## config.mk

```make
export PLATFORM = sky130hd
export DESIGN_NAME = dyndly_top
export DESIGN_NICKNAME = d
export VERILOG_FILES = /design/src/common/dyndly_pkg.sv /design/src/dyndly_top.sv /design/src/dyndly_div.sv
export SDC_FILE = /design/constraint.sdc
export NUM_CORES = 1
export LEC_CHECK = 0
export BUFFER_PORTS_ARGS = -buffer_cell sky130_fd_sc_hd__buf_2
export CAP_MARGIN = 0
export CORE_AREA = 4 4 155 268
export CTS_CLUSTER_DIAMETER = 120
export DETAILED_ROUTE_END_ITERATION = 6
export DIE_AREA = 0 0 159 272
export PLACE_DENSITY_LB_ADDON = 0.2
export SLEW_MARGIN = 30
export SYNTH_ARGS = -nofsm -noshare
export SYNTH_HDL_FRONTEND = slang
export SYNTH_HIERARCHICAL = 1
export SYNTH_SLANG_ARGS = --single-unit
```

## constraint.sdc

```tcl
create_clock -name ref_clk -period 4.8 [get_ports ref_clk]
set_input_delay 0.24 -clock ref_clk [delete_from_list [all_inputs] [get_ports ref_clk]]
set_output_delay 0.24 -clock ref_clk [all_outputs]
set_load 0.03 [all_outputs]
```

## src/common/dyndly_pkg.sv

```systemverilog
// Shared constants, types and helpers of the dynamic output delay block.
package dyndly_pkg;

    localparam int NUM_PAIRS = 6;
    localparam int DDLY_W    = 10;
    localparam int DIV_W     = 11;
    localparam int SEL_W     = 3;
    localparam int WAIT_W    = 13;

    // One ref_clk cycle stands for half a period of the distribution clock.
    // Fixed path latency from the qualifying edge, in half periods (11.5 periods).
    localparam logic [WAIT_W-1:0] SYNC_LAT_HALF  = 13'h0017;
    // Smallest supported digital delay, 4.5 periods, in half periods.
    localparam logic [WAIT_W-1:0] DELAY_MIN_HALF = 13'h0009;
    localparam logic [WAIT_W-1:0] WAIT_ONE       = 13'h0001;
    localparam logic [DIV_W-1:0]  DIV_ONE        = 11'h001;
    localparam logic [DIV_W-1:0]  DIV_RESET      = 11'h008;
    localparam logic [DDLY_W-1:0] DDLY_RESET     = 10'h005;

    typedef struct packed {
        logic [DIV_W-1:0]  divide;
        logic [DDLY_W-1:0] delay_count;
        logic              half_step;
    } dyndly_cfg_t;

    localparam dyndly_cfg_t CFG_RESET = '{divide: DIV_RESET, delay_count: DDLY_RESET,
                                          half_step: 1'b0};

    typedef enum logic [1:0] {
        ST_RUN  = 2'b00,
        ST_ARM  = 2'b01,
        ST_WAIT = 2'b10
    } dyndly_state_t;

    // Delay in half periods: twice the count, less one when the half step is set.
    function automatic logic [WAIT_W-1:0] eff_delay_half(input dyndly_cfg_t c);
        logic [WAIT_W-1:0] d;
        d = {2'b00, c.delay_count, 1'b0} - {{(WAIT_W-1){1'b0}}, c.half_step};
        // A zero count with the half step set would wrap, so it is caught too.
        if (d < DELAY_MIN_HALF || c.delay_count == '0) begin
            d = DELAY_MIN_HALF;
        end
        return d;
    endfunction

endpackage

```

## src/dyndly_top.sv

```systemverilog
// Dynamic digital delay control for the clock output divider pairs.
// How it works
// Effective delay is the count, less one half when half step is set.
// One delay unit equals one distribution clock period, two ref_clk cycles.
// Host programs zero offset as (ceil(16/div)+0.5)*div-11.5.
// The pair named by qualifier_select is the alignment reference.
// Resyncing the qualifier pair itself shifts its phase again each sync.
// Host sets half step for the sync, then rewrites it afterwards.
// Delays below 4.5 are not supported; they are raised to 4.5.
// A delay one qualifier period longer gives same phase, longer off time.
// Only pairs taking part in a sync stop; all others run untouched.
// Zero-offset value depends only on the qualifier divide.
// Host moves the phase one step by changing the delay by one half.
// Written settings take effect only at the next sync event.
`timescale 1ns/1ps
module dyndly_top (
    input  wire logic                                        ref_clk,
    input  wire logic                                        reset_n,
    input  wire logic                                        sync_req,
    input  wire logic [dyndly_pkg::SEL_W-1:0]                qualifier_select,
    input  wire logic [dyndly_pkg::NUM_PAIRS-1:0]            sync_enable,
    input  wire dyndly_pkg::dyndly_cfg_t [dyndly_pkg::NUM_PAIRS-1:0] pair_cfg,
    output logic [dyndly_pkg::NUM_PAIRS-1:0]                 clk_out,
    output logic [dyndly_pkg::NUM_PAIRS-1:0]                 pair_busy
);
    import dyndly_pkg::*;

    // Synchroniser for the asynchronous sync pin.
    logic       sync_ff1_r;
    logic       sync_ff2_r;
    logic       sync_ff3_r;
    logic       sync_lvl_r;
    logic       sync_lvl_nxt;
    logic       sync_event;

    always_comb begin
        sync_lvl_nxt = sync_lvl_r;
        if (sync_ff2_r == sync_ff3_r) begin
            sync_lvl_nxt = sync_ff3_r;
        end
    end

    assign sync_event = sync_lvl_nxt && !sync_lvl_r;

    always_ff @(posedge ref_clk) begin
        if (!reset_n) begin
            sync_ff1_r <= 1'b0;
            sync_ff2_r <= 1'b0;
            sync_ff3_r <= 1'b0;
            sync_lvl_r <= 1'b0;
        end else begin
            sync_ff1_r <= sync_req;
            sync_ff2_r <= sync_ff1_r;
            sync_ff3_r <= sync_ff2_r;
            sync_lvl_r <= sync_lvl_nxt;
        end
    end

    // Per-pair state.
    dyndly_state_t               state_r   [NUM_PAIRS];
    dyndly_state_t               state_nxt [NUM_PAIRS];
    dyndly_cfg_t                 act_r     [NUM_PAIRS];
    dyndly_cfg_t                 act_nxt   [NUM_PAIRS];
    logic [WAIT_W-1:0]           wait_r    [NUM_PAIRS];
    logic [WAIT_W-1:0]           wait_nxt  [NUM_PAIRS];
    logic [NUM_PAIRS-1:0]        busy_nxt;
    logic [NUM_PAIRS-1:0]        busy_r;
    logic [NUM_PAIRS-1:0]        halt;
    logic [NUM_PAIRS-1:0]        restart;
    logic [NUM_PAIRS-1:0]        rise_now;
    logic                        qual_rise;
    logic [DIV_W-1:0]            qual_div;
    logic [SEL_W-1:0]            qual_sel_r;
    logic [SEL_W-1:0]            qual_sel_nxt;

    // The qualifier choice is also held until a sync so the reference does not
    // jump under a pair that is already counting.
    always_comb begin
        qual_sel_nxt = qual_sel_r;
        if (sync_event) begin
            qual_sel_nxt = qualifier_select;
        end
    end

    // Out-of-range selections fall back to pair zero.
    always_comb begin
        // A qualifier that is itself held low has no edge to offer.
        qual_rise = rise_now[0] && (state_r[0] != ST_WAIT);
        qual_div  = act_r[0].divide;
        for (int i = 0; i < NUM_PAIRS; i++) begin
            if (qual_sel_r == SEL_W'(i)) begin
                qual_rise = rise_now[i] && (state_r[i] != ST_WAIT);
                qual_div  = act_r[i].divide;
            end
        end
    end

    always_comb begin
        for (int i = 0; i < NUM_PAIRS; i++) begin
            state_nxt[i] = state_r[i];
            act_nxt[i]   = act_r[i];
            wait_nxt[i]  = wait_r[i];
            halt[i]      = 1'b0;
            restart[i]   = 1'b0;
            case (state_r[i])
                ST_RUN: begin
                    if (sync_event && sync_enable[i]) begin
                        act_nxt[i]   = pair_cfg[i];
                        state_nxt[i] = ST_ARM;
                    end
                end
                ST_ARM: begin
                    // Keep toggling until the reference edge, so the gap on the
                    // output is only the programmed wait.
                    if (qual_rise) begin
                        // Wait = delay + latency + one qualifier half period.
                        wait_nxt[i]  = eff_delay_half(act_r[i]) + SYNC_LAT_HALF
                                       + {{(WAIT_W-DIV_W){1'b0}}, qual_div};
                        halt[i]      = 1'b1;
                        state_nxt[i] = ST_WAIT;
                    end
                end
                ST_WAIT: begin
                    if (wait_r[i] <= WAIT_ONE) begin
                        restart[i]   = 1'b1;
                        state_nxt[i] = ST_RUN;
                    end else begin
                        halt[i]     = 1'b1;
                        wait_nxt[i] = wait_r[i] - WAIT_ONE;
                    end
                end
                default: begin
                    state_nxt[i] = ST_RUN;
                end
            endcase
            busy_nxt[i] = (state_nxt[i] != ST_RUN);
        end
    end

    always_ff @(posedge ref_clk) begin
        if (!reset_n) begin
            qual_sel_r <= '0;
            busy_r     <= '0;
            for (int i = 0; i < NUM_PAIRS; i++) begin
                state_r[i] <= ST_RUN;
                act_r[i]   <= CFG_RESET;
                wait_r[i]  <= '0;
            end
        end else begin
            qual_sel_r <= qual_sel_nxt;
            busy_r     <= busy_nxt;
            for (int i = 0; i < NUM_PAIRS; i++) begin
                state_r[i] <= state_nxt[i];
                act_r[i]   <= act_nxt[i];
                wait_r[i]  <= wait_nxt[i];
            end
        end
    end

    assign pair_busy = busy_r;

    for (genvar g = 0; g < NUM_PAIRS; g++) begin : g_pair
        dyndly_div u_div (
            .ref_clk  (ref_clk),
            .reset_n  (reset_n),
            .divide   (act_r[g].divide),
            .halt     (halt[g]),
            .restart  (restart[g]),
            .clk_out  (clk_out[g]),
            .rise_now (rise_now[g])
        );
    end

endmodule // dyndly_top

```

## src/dyndly_div.sv

```systemverilog
// Half-period stepped 50 % duty divider for one output pair.
`timescale 1ns/1ps
module dyndly_div (
    input  wire logic                         ref_clk,
    input  wire logic                         reset_n,
    input  wire logic [dyndly_pkg::DIV_W-1:0] divide,
    input  wire logic                         halt,
    input  wire logic                         restart,
    output logic                              clk_out,
    output logic                              rise_now
);
    import dyndly_pkg::*;

    logic [DIV_W-1:0] cnt_r;
    logic [DIV_W-1:0] cnt_nxt;
    logic             out_r;
    logic             out_nxt;
    logic             end_of_phase;

    // Each phase lasts divide half periods, so odd divides keep 50 % duty.
    assign end_of_phase = (cnt_r >= divide - DIV_ONE);
    // The rise forecast ignores halt and restart. The top builds halt from this
    // forecast, so gating it here would close a combinational loop.
    assign rise_now     = !out_r && end_of_phase;
    assign clk_out      = out_r;

    always_comb begin
        cnt_nxt = cnt_r + DIV_ONE;
        out_nxt = out_r;
        if (restart) begin
            cnt_nxt = '0;
            out_nxt = 1'b1;
        end else if (halt) begin
            cnt_nxt = '0;
            out_nxt = 1'b0;
        end else if (end_of_phase) begin
            cnt_nxt = '0;
            out_nxt = !out_r;
        end
    end

    always_ff @(posedge ref_clk) begin
        if (!reset_n) begin
            cnt_r <= '0;
            out_r <= 1'b0;
        end else begin
            cnt_r <= cnt_nxt;
            out_r <= out_nxt;
        end
    end

endmodule // dyndly_div

```

==> results.sh <==
export IMPL_tritoncts="yes"
export IMPL_status="finished, violations left"
export IMPL_power_density_mw_per_mm2=205
export IMPL_placed_cell_area_mm2=0.0247
export IMPL_n_fill_cell=3189
export IMPL_p_switching_mw=1.37
export IMPL_p_int_mw=4.22
export IMPL_avgSynthCellArea_um2=7.57
export IMPL_synth_top_cell_area_share_pct=26.3
export IMPL_clock_power_share_pct=45.1
export IMPL_dp_cells=3665
export IMPL_endpoint_kind="register"
export IMPL_worstSetupStartpointType="register"
export IMPL_final_util_pct=69.3
export IMPL_synth_most_common_cell="nand2_1"
export IMPL_drive_gt1_share_pct=12.1
export IMPL_async_reset_ff_share_pct=0
export IMPL_hp_class="in2reg"
export IMPL_wire_per_inst_um=19.2
export IMPL_wl_mm=74.1
export IMPL_synth_ff_type="dfxtp_1"
export IMPL_max_stage_delay_ps=530
export IMPL_irDropWorstVdd_mv=0.270
export IMPL_yosys_top_cells_area="dfxtp_1, ha_1, nand2_1, a21oi_1, nor2_1"
export IMPL_seq_area_frac_synth_pct=26.3
export IMPL_required_ps=5270
export IMPL_instances_no_fill=3862
export IMPL_power_share_switching_pct=24.5
export IMPL_gp_congestion=0.990
export IMPL_vias_per_cell=6.14
export IMPL_fmaxAchievable_ghz=0.219
export IMPL_coreArea_mm2=0.0393
export IMPL_ys_seq_elements=307
export IMPL_stdcell_area_mm2=0.0272
export IMPL_finClkSkew_ps=11.9
export IMPL_synth_largest_area_cell="dfxtp_1"
export IMPL_clock_latency_ps=590
export IMPL_comb_power_share_pct=8.4
export IMPL_synth_common_cells="nand2_1, dfxtp_1, nor2_1"
export IMPL_finalCritPeriodShare_pct=95.1
export IMPL_dpl_hpwl_mm=53.2
export IMPL_grt_pass1_wl_mm=117
export IMPL_die_h_um=272
export IMPL_port_buffers=155
export IMPL_multi_input_area_mm2=0.0163
export IMPL_cts_setup_buffers=0
export IMPL_fin_setup_tns_ps=0
export IMPL_yosys_cell_types_count=94
export IMPL_relSlewSlack_pct=31.9
export IMPL_totalPowerFinal_mw=5.59
export IMPL_path_cells="inv_1, ha_1, or4b_4, nor3_2, xnor2_1, nand4b_1, a2111oi_4, or3_1, ha_1, inv_1, ha_1, inv_1, fa_1, nand2b_1, a21oi_2, nor2b_1, nor2_1, xnor2_1, o21ai_0, a31o_1"
export IMPL_num_rows=96
export IMPL_synth_edf_count=0
export IMPL_die_area_mm2=0.0432
export IMPL_die_x_um=159
export IMPL_drt_iter0_drc=1661
export IMPL_initial_core_util_pct=59.4
export IMPL_tightest_slew_ps=1020
export IMPL_fin_crit_ps=4560
export IMPL_htree_num_levels=1
export IMPL_ant_nets=0
export IMPL_hold_viol_final=0
export IMPL_final_nets=3747
export IMPL_drc=2
export IMPL_clock_path_buffers=3
export IMPL_cts_inserted_buffers=31
export IMPL_regArea_mm2=0.00615
export IMPL_drtPass1Iterations=7
export IMPL_clk_pin_slew_ps=70
export IMPL_p_leak_nw=11.4
export IMPL_syn_inst=3084
export IMPL_grt_max_degree=68
export IMPL_drv_slew=0
export IMPL_worstPathArrival_ps=5040
export IMPL_drv_cap=0
export IMPL_grt_antenna_before_repair=4
export IMPL_violations="design-rule violations"
export IMPL_setup_viol=0
export IMPL_crit_fanout=5
export IMPL_area_growth_pct=16.5
export IMPL_ys_warn_count=6
export IMPL_cpMaxStageDelayCell="or4b_4"
export IMPL_grt_ovfl_total=0
export IMPL_cts_root_buf="clkbuf_16"
export IMPL_ios=156
export IMPL_critPathKind="reg2reg"
export IMPL_syn_area_mm2=0.0233
export IMPL_track_usage_pct=32.5
export IMPL_first_global_vias=23200
export IMPL_vias=23700
export IMPL_clock_sinks=307
export IMPL_seqPwrFrac_pct=46.5
==> worst paths after layout <==
| path | startpoint | endpoint | slack (ps) | cells past startpoint |
|---|---|---|---|---|
| setup / recovery | act_r[2][1]$_SDFFE_PN1P_ | wait_r[2][9]$_SDFFE_PN0P_ | 240 | 20 |
| hold / removal | pair_cfg[33] | act_r[1][11]$_SDFFE_PN0P_ | 40 | 3 |
| hold reg to reg | sync_ff1_r$_SDFF_PN0_ | sync_ff2_r$_SDFF_PN0_ | 440 | 1 |
| setup reg to reg | act_r[2][1]$_SDFFE_PN1P_ | wait_r[2][9]$_SDFFE_PN0P_ | 240 | 20 |
==> through the flow <==
step,setup slack [ps],hold slack (ps)
after floorplan,694,364
after global placement,231,420
after detailed placement,154,429
after CTS,52.2,18.0
after global routing,-20.6,33.3
final,235,36.8
==> registers in the layout, indices dropped and copies added (netlist names), 3 cells and up <==
| register | cells |
|---|---|
| qual_sel_r | 3 |
| wait_r | 78 |
| state_r | 12 |
| g_pair.u_div/cnt_r | 66 |
| pair_busy | 6 |
| act_r | 132 |
| g_pair.u_div/clk_out | 6 |
==> layer usage <==
layer	vias up	track usage, %	wire length (um)
met5	-	0	0
li1	11400	-	-
met4	0	20.4	5190
met2	895	59.5	37200
met1	11100	35.5	27800
met3	265	3.80	4020
==> cell usage in the layout (no fill, tap or decap), types with 42 or more instances in the layout <==
master / count
nand2_1: 505
dfxtp_1: 307
nor2_1: 275
a21oi_1: 269
ha_1: 252
buf_2: 154
dlygate4sd3_1: 137
inv_1: 125
xnor2_1: 108
nor3_1: 105
nand3_1: 98
o21ai_0: 95
xor2_1: 82
nand2b_1: 67
buf_4: 65
nor2_2: 54
o21ai_1: 42
==> cells by family after synthesis <==
family / after synthesis / share of synthesized area (%)
and+or+nand+nor: 1310 / 26.6
AOI/OAI and AO/OA: 725 / 20.0
DFF: 307 / 26.3
buffers and inverters: 261 / 4.50
adders and majority gates: 258 / 14.0
xor gates and xnor gates: 190 / 7.13
muxes: 32 / 1.41
other: 1 / 0.0161
==> power groups by stage <==
stage / clock, mW / sequential (mW) / combinational (mW)
CTS: 2.56 / 2.60 / 0.456
finish: 2.52 / 2.60 / 0.469
floorplan: 0 / 2.65 / 0.228
global placement: 0 / 2.65 / 0.355
global route: 2.65 / 2.60 / 0.513
detailed placement: 0 / 2.66 / 0.366
==> critical path, delay by kind of cell, from the launching register on <==
| family | cells | cell delay [ps] |
|---|---|---|
| AO/OA/AOI/OAI | 4 | 1050 |
| AND/OR/NAND/NOR | 7 | 1490 |
| flip-flops | 1 | 340 |
| adder cells (fa/ha/maj) | 4 | 1030 |
| XOR/XNOR | 2 | 330 |
| buffers and inverters | 3 | 220 |
==> final cells by class <==
| cell class | count | share of cell area, % |
|---|---|---|
| Timing Repair Buffer | 357 | 9.74 |
| Multi-Input combinational cell | 2521 | 59.8 |
| Clock buffer | 43 | 3.35 |
| Antenna cell | 5 | 0.0460 |
| Inverter | 127 | 1.76 |
| Clock inverter | 12 | 0.460 |
| Tap cell | 490 | 2.25 |
| Sequential cell | 307 | 22.6 |
==> timing repair <==
action	4_1_cts	5_1_grt
hold endpoints to repair	137	0
setup endpoints to repair	0	126
hold buffers	137	0
gates resized for setup	0	18
No activity file was read; power rests on OpenSTA's default activity.
